## config.mk

```make
export PLATFORM = sky130hd
export DESIGN_NAME = rfcp_command_port
export DESIGN_NICKNAME = d
export VERILOG_FILES = /design/src/design/rfcp_pkg.sv /design/src/design/rfcp_command_port.sv /design/src/design/rfcp_regfile.sv /design/src/design/rfcp_clock_divider.sv
export SDC_FILE = /design/constraint.sdc
export NUM_CORES = 2
export LEC_CHECK = 0
export ABC_AREA = 1
export BUFFER_PORTS_ARGS = -buffer_cell sky130_fd_sc_hd__buf_2
export CAP_MARGIN = 20
export CORE_MARGIN = 2
export CORE_UTILIZATION = 35
export DETAILED_ROUTE_END_ITERATION = 7
export PLACE_DENSITY = 0.52
export SYNTH_ARGS = -nofsm -noshare
export SYNTH_HDL_FRONTEND = slang
export SYNTH_SLANG_ARGS = --single-unit
```

## constraint.sdc

```tcl
create_clock -name clock -period 229.3 [get_ports clock]
set_input_delay 45.86 -clock clock [delete_from_list [all_inputs] [get_ports clock]]
set_output_delay 45.86 -clock clock [all_outputs]
set_load 0.01 [all_outputs]
```

## src/design/rfcp_pkg.sv

```systemverilog
package rfcp_pkg;
  localparam logic [7:0] CMD_WRITE = 8'h01;
  localparam logic [7:0] CMD_READ = 8'h02;
  localparam logic [7:0] CMD_READ_ALL = 8'h03;
  localparam logic [7:0] CMD_RESET = 8'h04;
  localparam logic [7:0] FILL_BYTE = 8'h00;
  localparam logic [2:0] BIT_LAST = 3'h7;
  localparam logic [2:0] FREQ_SERIAL = 3'h0;
  localparam int DEPTH = 256;
  localparam logic [2:0] DIV_1 = 3'h0;
  localparam logic [2:0] DIV_2 = 3'h1;
  localparam logic [2:0] DIV_4 = 3'h2;
  localparam logic [2:0] DIV_8 = 3'h3;
  localparam logic [2:0] DIV_16 = 3'h4;

  typedef enum logic [2:0] {
    RFCP_IDLE = 3'h0,
    RFCP_WR_ADDR = 3'h1,
    RFCP_WR_DATA = 3'h2,
    RFCP_RD_ADDR = 3'h3,
    RFCP_RA_ADDR = 3'h4,
    RFCP_RA_STREAM = 3'h5,
    RFCP_SKIP = 3'h6
  } rfcp_state_e;

  typedef struct packed {
    logic select_n;
    logic sclk;
    logic sdi;
    logic crystal;
    logic lock;
    logic [2:0] freq;
  } rfcp_pins_s;

  typedef struct packed {
    logic en;
    logic [7:0] addr;
    logic [7:0] data;
  } rfcp_wr_s;
endpackage : rfcp_pkg

```

## src/design/rfcp_command_port.sv

```systemverilog
`timescale 1ns/1ns
module rfcp_command_port (
  input wire logic clock, // 100 MHz system clock
  input wire logic reset, // async, active high
  input wire logic clock_enable, // freezes all state when low
  input wire logic device_select_n, // serial select pin, active low
  input wire logic serial_clock_pin, // serial clock pin from host
  input wire logic serial_in_pin, // serial data pin from host
  input wire logic freq_select_bit2, // frequency-select pin 2
  input wire logic freq_select_bit1, // frequency-select pin 1
  input wire logic freq_select_bit0, // frequency-select pin 0
  input wire logic crystal_clock_pin, // crystal oscillator clock
  input wire logic lock_detect_pin, // synthesizer lock detect
  input wire logic first_pin_use_level, // 1: first pin shows first_pin_level in serial mode
  input wire logic first_pin_level, // general output level for first pin
  input wire logic [2:0] clock_div_code, // 0..4 selects 1,2,4,8,16
  input wire logic gpo2_use_level, // 1: deselected second pin shows gpo2_level in serial mode
  input wire logic gpo2_level, // general output level for second pin
  output logic first_output_pin, // first general-purpose output
  output logic second_output_pin, // read data or general output
  output logic master_reset_n, // internal master reset, active low
  output logic serial_mode // high when serial mode selected
);
  typedef struct packed {
    rfcp_pkg::rfcp_pins_s pin1;
    rfcp_pkg::rfcp_pins_s pin2;
    rfcp_pkg::rfcp_pins_s pin3;
    rfcp_pkg::rfcp_state_e state;
    logic [2:0] bit_cnt;
    logic [7:0] rx;
    logic [7:0] tx;
    logic [7:0] addr;
    logic rd_go;
    logic rd_wait;
    logic [7:0] rd_addr;
    rfcp_pkg::rfcp_wr_s wr;
    logic ra_pending;
    logic ra_second;
    logic first_pin;
    logic second_pin;
    logic mrst_n;
    logic serial;
  } rfcp_core_s;

  rfcp_core_s s_reg;
  rfcp_core_s s_next;
  logic [7:0] rd_data;
  logic div_clk;
  logic serial_now;
  logic sel_low;
  logic sel_fall;
  logic sel_rise;
  logic sclk_rise;
  logic sclk_fall;
  logic xtal_rise;
  logic byte_done;
  logic [7:0] in_byte;

  function automatic logic [7:0] next_addr(input logic [7:0] a);
    next_addr = a + 8'h01;
  endfunction : next_addr

  // only second and third stages feed logic; first stage is the synchroniser
  assign serial_now = s_reg.pin2.freq == rfcp_pkg::FREQ_SERIAL;
  assign sel_low = ~s_reg.pin2.select_n && serial_now;
  assign sel_fall = ~s_reg.pin2.select_n && s_reg.pin3.select_n;
  assign sel_rise = s_reg.pin2.select_n && ~s_reg.pin3.select_n;
  assign sclk_rise = s_reg.pin2.sclk && ~s_reg.pin3.sclk;
  assign sclk_fall = ~s_reg.pin2.sclk && s_reg.pin3.sclk;
  assign xtal_rise = s_reg.pin2.crystal && ~s_reg.pin3.crystal;
  assign byte_done = sel_low && sclk_rise && s_reg.bit_cnt == rfcp_pkg::BIT_LAST;
  assign in_byte = {s_reg.rx[6:0], s_reg.pin2.sdi};

  always_comb
  begin
    s_next = s_reg;
    s_next.pin1 = '{select_n: device_select_n, sclk: serial_clock_pin,
                    sdi: serial_in_pin, crystal: crystal_clock_pin,
                    lock: lock_detect_pin,
                    freq: {freq_select_bit2, freq_select_bit1, freq_select_bit0}};
    s_next.pin2 = s_reg.pin1;
    s_next.pin3 = s_reg.pin2;
    s_next.rd_go = 1'b0;
    s_next.rd_wait = s_reg.rd_go;
    s_next.wr.en = 1'b0;
    s_next.serial = serial_now;
    if (!serial_now || sel_rise)
    begin
      // a half-shifted byte is simply dropped
      s_next.state = rfcp_pkg::RFCP_IDLE;
      s_next.bit_cnt = 3'h0;
      s_next.ra_pending = serial_now && s_reg.state == rfcp_pkg::RFCP_RA_STREAM
                          && !s_reg.ra_second;
      s_next.ra_second = 1'b0;
    end
    else if (sel_fall)
    begin
      s_next.bit_cnt = 3'h0;
      s_next.tx = rfcp_pkg::FILL_BYTE;
      s_next.mrst_n = 1'b1;
      if (s_reg.ra_pending)
      begin
        // last prefetch of the first period never left the pin; resend it first
        s_next.state = rfcp_pkg::RFCP_RA_STREAM;
        s_next.rd_go = 1'b1;
        s_next.rd_addr = s_reg.rd_addr;
        s_next.addr = next_addr(s_reg.rd_addr);
        s_next.ra_pending = 1'b0;
        s_next.ra_second = 1'b1;
      end
    end
    else if (sel_low)
    begin
      if (sclk_rise)
      begin
        s_next.rx = in_byte;
        s_next.bit_cnt = s_reg.bit_cnt + 3'h1;
      end
      else if (sclk_fall && s_reg.bit_cnt != 3'h0)
      begin
        // no shift on the falling edge that closes a byte: next byte's msb stays
        s_next.tx = {s_reg.tx[6:0], 1'b0};
      end
      if (s_reg.rd_wait)
      begin
        s_next.tx = rd_data;
      end
      if (byte_done)
      begin
        unique case (s_reg.state)
          rfcp_pkg::RFCP_IDLE:
          begin
            if (in_byte == rfcp_pkg::CMD_WRITE)
            begin
              s_next.state = rfcp_pkg::RFCP_WR_ADDR;
            end
            else if (in_byte == rfcp_pkg::CMD_READ)
            begin
              s_next.state = rfcp_pkg::RFCP_RD_ADDR;
            end
            else if (in_byte == rfcp_pkg::CMD_READ_ALL)
            begin
              s_next.state = rfcp_pkg::RFCP_RA_ADDR;
            end
            else
            begin
              s_next.state = rfcp_pkg::RFCP_SKIP;
              if (in_byte == rfcp_pkg::CMD_RESET)
              begin
                s_next.mrst_n = 1'b0;
              end
            end
          end
          rfcp_pkg::RFCP_WR_ADDR:
          begin
            s_next.addr = in_byte;
            s_next.state = rfcp_pkg::RFCP_WR_DATA;
          end
          rfcp_pkg::RFCP_WR_DATA:
          begin
            s_next.wr = '{en: 1'b1, addr: s_reg.addr, data: in_byte};
            s_next.addr = next_addr(s_reg.addr);
          end
          rfcp_pkg::RFCP_RD_ADDR:
          begin
            // any address order; the closing filler byte reads harmlessly
            s_next.rd_go = 1'b1;
            s_next.rd_addr = in_byte;
          end
          rfcp_pkg::RFCP_RA_ADDR:
          begin
            s_next.rd_go = 1'b1;
            s_next.rd_addr = in_byte;
            s_next.addr = next_addr(in_byte);
            s_next.state = rfcp_pkg::RFCP_RA_STREAM;
          end
          rfcp_pkg::RFCP_RA_STREAM:
          begin
            s_next.rd_go = 1'b1;
            s_next.rd_addr = s_reg.addr;
            s_next.addr = next_addr(s_reg.addr);
          end
          rfcp_pkg::RFCP_SKIP:
          begin
            s_next.state = rfcp_pkg::RFCP_SKIP;
          end
          default:
          begin
            s_next.state = rfcp_pkg::RFCP_IDLE;
          end
        endcase
      end
    end
    if (serial_now)
    begin
      s_next.first_pin = first_pin_use_level ? first_pin_level : div_clk;
      if (!s_reg.pin2.select_n)
      begin
        s_next.second_pin = s_reg.tx[7];
      end
      else
      begin
        s_next.second_pin = gpo2_use_level ? gpo2_level : s_reg.pin2.lock;
      end
    end
    else
    begin
      s_next.first_pin = s_reg.pin2.lock;
      s_next.second_pin = 1'b0;
    end
  end

  always_ff @(posedge clock or posedge reset)
  begin
    if (reset)
    begin
      s_reg <= '0;
      s_reg.mrst_n <= 1'b1;
      // select idles high, so no false select edge follows reset
      s_reg.pin1.select_n <= 1'b1;
      s_reg.pin2.select_n <= 1'b1;
      s_reg.pin3.select_n <= 1'b1;
    end
    else if (clock_enable)
    begin
      s_reg <= s_next;
    end
  end

  rfcp_regfile rfcp_regfile_inst (
    .clock(clock),
    .reset(reset),
    .clock_enable(clock_enable),
    .wr(s_reg.wr),
    .rd_en(s_reg.rd_go),
    .rd_addr(s_reg.rd_addr),
    .rd_data(rd_data)
  );

  rfcp_clock_divider rfcp_clock_divider_inst (
    .clock(clock),
    .reset(reset),
    .clock_enable(clock_enable),
    .xtal_level(s_reg.pin2.crystal),
    .xtal_rise(xtal_rise),
    .ratio(clock_div_code),
    .div_clk(div_clk)
  );

  assign first_output_pin = s_reg.first_pin;
  assign second_output_pin = s_reg.second_pin;
  assign master_reset_n = s_reg.mrst_n;
  assign serial_mode = s_reg.serial;
endmodule : rfcp_command_port

```

## src/design/rfcp_regfile.sv

```systemverilog
`timescale 1ns/1ns
module rfcp_regfile (
  input wire logic clock, // system clock
  input wire logic reset, // async, active high
  input wire logic clock_enable, // freezes state when low
  input wire rfcp_pkg::rfcp_wr_s wr, // write strobe, address, data
  input wire logic rd_en, // read strobe
  input wire logic [7:0] rd_addr, // read address
  output logic [7:0] rd_data // read data, one cycle after rd_en
);
  typedef struct packed {
    logic [rfcp_pkg::DEPTH-1:0][7:0] mem;
    logic [7:0] rd_data;
  } rfcp_regfile_s;

  rfcp_regfile_s s_reg;
  rfcp_regfile_s s_next;

  // a read in the same cycle as a write to that address returns the old byte
  always_comb
  begin
    s_next = s_reg;
    if (wr.en)
    begin
      s_next.mem[wr.addr] = wr.data;
    end
    if (rd_en)
    begin
      s_next.rd_data = s_reg.mem[rd_addr];
    end
  end

  always_ff @(posedge clock or posedge reset)
  begin
    if (reset)
    begin
      s_reg <= '0;
    end
    else if (clock_enable)
    begin
      s_reg <= s_next;
    end
  end

  assign rd_data = s_reg.rd_data;
endmodule : rfcp_regfile

```

## src/design/rfcp_clock_divider.sv

```systemverilog
`timescale 1ns/1ns
module rfcp_clock_divider (
  input wire logic clock, // system clock
  input wire logic reset, // async, active high
  input wire logic clock_enable, // freezes state when low
  input wire logic xtal_level, // synchronised crystal level
  input wire logic xtal_rise, // one-cycle pulse per crystal rising edge
  input wire logic [2:0] ratio, // divide code
  output logic div_clk // divided crystal clock
);
  typedef struct packed {
    logic [3:0] cnt;
    logic clk_out;
  } rfcp_div_s;

  rfcp_div_s s_reg;
  rfcp_div_s s_next;

  function automatic logic [1:0] tap_index(input logic [2:0] code);
    case (code)
      rfcp_pkg::DIV_2: tap_index = 2'h0;
      rfcp_pkg::DIV_4: tap_index = 2'h1;
      rfcp_pkg::DIV_8: tap_index = 2'h2;
      default: tap_index = 2'h3;
    endcase
  endfunction : tap_index

  // codes above 4 fall back to the slowest ratio, divide by 16
  always_comb
  begin
    s_next = s_reg;
    if (xtal_rise)
    begin
      s_next.cnt = s_reg.cnt + 4'h1;
    end
    if (ratio == rfcp_pkg::DIV_1)
    begin
      s_next.clk_out = xtal_level;
    end
    else
    begin
      s_next.clk_out = s_reg.cnt[tap_index(ratio)];
    end
  end

  always_ff @(posedge clock or posedge reset)
  begin
    if (reset)
    begin
      s_reg <= '0;
    end
    else if (clock_enable)
    begin
      s_reg <= s_next;
    end
  end

  assign div_clk = s_reg.clk_out;
endmodule : rfcp_clock_divider

```

==> results.md <==
Synthesis:
- The compound-cell area share of the yosys netlist is around 13%.
- The synthesized design contains ~2100 register bits.
- The count of distinct cell types in the synthesized netlist is 48.
- The synthesized netlist devotes 0.0736% of its cell area to adder and majority cells.
- The cell taking the most area after synthesis is dfrtp_1.
- The number of nets handed over by synthesis was approximately 13000.
- The area share of the leading cell type in the synthesized netlist is a little over half.
- The largest family of logic cells by synthesized area is simple AND/OR/NAND/NOR gates.
- The most used flip-flop cell after synthesis is dfrtp_1.
- The number of standard cells after synthesis is approximately 13000.
- The post-synthesis share of cell area spent on xor and xnor gates is less than 1%.
- Counting flops with a built-in enable in the synthesized netlist gives 0.
- The cell area that synthesis handed to floorplanning was slightly above 100000 um^2.
- The post-synthesis area per instance is 7.79 um^2.
- The share of the Yosys chip area taken by registers is 52.6%.
- Yosys attributes the largest share of cell area to dfrtp_1, nand2_1, o21ai_0.
- The share of synthesized cell area in and, or, nand and nor gates is 26.7%.
- The post-synthesis async set-or-reset flop share is between 90% and 100%.
- Of the post-synthesis cell area, the part taken by muxes is less than 1%.
- The total of warnings raised by yosys is 0.

GRT:
- The global-route congestion overflow total is 0.
- The number of antenna violations at the first check in global routing is 3.
- The first-pass GRT wire length is 498000 um.
- The number of global-route vias before repair is between 70000 and 80000.
- For this run, the total global-route usage over all layers was measured as 21.6%.
- The pin count of the biggest net entering global routing is slightly below 200.

Die:
- The initial cell density of the core is 35.1%.
- The die covers roughly 300000 um^2.
- The site row count is 198.
- The core region area is between 200000 and 300000 um^2.
- The top-level port count is 22.
- The die boundary height is 544 um.
- The die is approximately 540 um wide.

Finish:
- The register with the most flip-flops in the layout has a little over 2000 of them.
- Summing all non-filler instances in the final layout gives an area of approximately 110000 um^2.
- The area growth from synthesis to layout is 9.18%.
- Cells with a size suffix above 1 make up slightly below 6% of the layout.
- Measured on the finished design, the core utilization comes to a little under two fifths.
- The number of nets in the finished design is 12500.

Timing:
- The max-slew violation count was 0.
- At the pin with the least slew margin, the transition time is roughly 1.1 ns.
- The worst setup margin is 178.28 ns.
- Adding up every negative setup slack in the final design gives 0 ns.
- The number of endpoints with negative hold slack in the final report is 0.
- The worst pin sits at a relative slew slack of between 20% and 30%.
- Setup violations remaining at the end of the flow were counted as 0.
- Dividing the final minimum period by the clock period gives 22.2%.
- For this run, the top clock speed supported by timing is just under 20 MHz.
- On the final layout, the worst clock skew is 0.0375 ns.
- The minimum clock period is slightly above 50 ns.
- Hold timing on the final database bottoms out at a slack of 0.462 ns.
- Setup repair after global routing left no endpoint under its margin.

Worst setup path:
- In this run the worst path has a maximum fanout of 150.
- The combined buffer and inverter count along the critical path is 9.
- The largest delay contributor family on the critical path is buffers and inverters.
- The worst endpoint required time is 230.16 ns.
- Counting stages on the worst path, the most repeated cell is buf_4.
- The type of origin of the critical path is a primary input.
- The critical path endpoint category is an async pin.
- The maximum cell stage delay along the critical path is 0.84 ns.
- The critical path is of the in2async type.
- The largest individual stage delay along the critical path comes from the cell buf_4.
- The critical path arrival is between 50 and 60 ns.
- The signal on the critical path passes through buf_2 > inv_8 > buf_4 > buf_4 > buf_4 > buf_4 > buf_4 > buf_12 > buf_4.

Worst hold path:
- The type of the most critical hold path is reg2reg.

Drt:
- Wires add up to about 320000 um.
- For this run, design rule violations remaining after detail routing come to 0.
- In the final routed layout, each cell accounts on average for between 15 and 20 um.
- The detailed router placed between 80000 and 90000 vias in this run.
- The first-pass iteration count of the detailed router is 6.
- Dividing the detail-routed via count by the number of cells gives about 5.0.
- In this run the remaining antenna-violating nets after routing total 0.
- The first routing iteration left roughly 7900 violations.

Placed design:
- The worst-case setup slack after placement is between 150 and 200 ns.
- The area after detailed placement is 103000 um^2.
- Summed over all nets, the half-perimeter wirelength after detailed placement is 180000 um.
- Buffers placed on the I/O ports in this run total 21.
- The congestion estimate from routability-driven global placement came to just over 0.8.

CTS:
- The clock latency of the later-clocked register in the worst-skew pair is between 0.8 and 0.9 ns.
- Buffers added to address setup during post-CTS repair amount to 0.
- The number of resized instances in the post-cts repair step is 0.
- The tree is rooted in a clkbuf_16.
- In this run the number of H-tree levels came out at 4.
- Counting the buffers created by CTS gives approximately 230.
- The clock slew seen by the registers of the worst setup and hold paths is roughly 0.060 ns.
- The number of sinks on the clock net is approximately 2100.
- The maximum buffer depth of the clock tree is 3.
- The hold buffer count at CTS is 0.
- TritonCTS built the clock tree.

Run:
- The tool flagged a number of max-cap violations equal to 0.

Power and ir drop:
- VDD sags by at most 8.43 uV.
- The reported leakage power is approximately 0.051 uW.
- Power spread over the standard cell area amounts to ~7.1 nW/um^2.

Outcome:
- The run finished with clean final reports.
stage by stage:
step	power (uW)	std cells
floorplan	402	13100
global placement	407	16200
detailed placement	407	16200
CTS	798	16600
global route	816	16600
finish	789	16600
cell type report:
cell class                      count  area [um^2]
Tap cell                         3900         4880
Clock buffer                      361         7070
Clock inverter                     67          845
Antenna cell                        2         5.00
Fill cell                       30700       179000
Inverter                          635         2490
Sequential cell                  2142        53600
Multi-Input combinational cell   9345        41200
Timing Repair Buffer              157         1270
metal layers:
layer  up-vias  GRT usage, %  routed length, um
met5         -             0                  0
met4         0          5.96               8470
met3       387          2.73              15400
met2      1765          34.0             144000
met1     40500          31.2             152000
li1      40700             -                  -
cell usage after synthesis (2+ instances only):
cell,count
dfstp_2,4
mux2i_1,6
buf_6,110
clkinv_1,2
nand3_2,2
o21ai_0,2249
buf_1,70
nor2_4,3
nand4_1,4
o21ai_1,216
nand2_4,102
nand2_2,14
nor2_1,876
inv_2,6
or2_2,36
nand3_1,906
xor2_1,3
mux2_2,2
dfrtp_1,2138
buf_4,51
xnor2_1,3
nand2_1,4653
inv_1,626
nor3_2,7
o21a_1,5
nor4_1,2
nor2_2,7
ha_1,6
o21ai_2,2
nor3_4,13
nor3_1,6
clkbuf_1,525
a21oi_1,155
a22oi_1,3
buf_2,210
o211ai_1,53
where the power goes:
part | leakage [uW] | internal, uW | total (uW) | switching [uW]
Sequential | 0.0298 | 381 | 383 | 2.17
Combinational | 0.0169 | 3.59 | 16.3 | 12.7
Clock | 0.00392 | 229 | 390 | 160
final timing paths:
| check | startpoint | end | slack (ns) | depth (start not counted) |
|---|---|---|---|---|
| min in group asynchronous | reset | rfcp_regfile_inst.s_reg[1357]$_DFFE_PP0P_ | 45.12 | 2 |
| min | s_next[78]$_DFFE_PP1P_ | s_next[78]$_DFFE_PP1P_ | 0.46 | 2 |
| min reg2reg | s_next[78]$_DFFE_PP1P_ | s_next[78]$_DFFE_PP1P_ | 0.46 | 2 |
| max reg2reg | s_reg[23]$_DFFE_PP0P_ | rfcp_regfile_inst.rd_data[3]$_DFFE_PP0P_ | 223.39 | 17 |
| max in group clock | clock_enable | rfcp_regfile_inst.s_reg[1163]$_DFFE_PP0P_ | 181.45 | 7 |
| max | reset | rfcp_regfile_inst.s_reg[1966]$_DFFE_PP0P_ | 178.28 | 9 |
worst reg2reg max path, delay by kind of cell, from the launching register on:
family	cells	cell delay, ns
and+or+nand+nor	13	1.91
buffers and inverters	4	2.97
DFF	1	0.90
cells in the final DEF (no fill, tap or decap), types with 42 or more instances in the layout:
master,instances
a21oi_1,155
buf_4,126
clkbuf_1,58
clkbuf_16,238
clkbuf_8,65
clkinv_2,42
dfrtp_1,2133
inv_1,613
nand2_1,4652
nand2_4,103
nand3_1,906
nor2_1,873
o211ai_1,53
o21ai_0,2249
o21ai_1,216
kinds of logic (layout without fill, tap and decap cells):
kind of cell	Yosys count	in the layout
DFF	2142	2142
and+or+nand+nor	6634	6634
buffers and inverters	1601	1220
adders and majority gates	6	6
muxes	8	8
AOI/OAI and AO/OA	2691	2691
other	0	2
xor gates and xnor gates	6	6
Note: power is estimated with default switching activity, not from simulation.
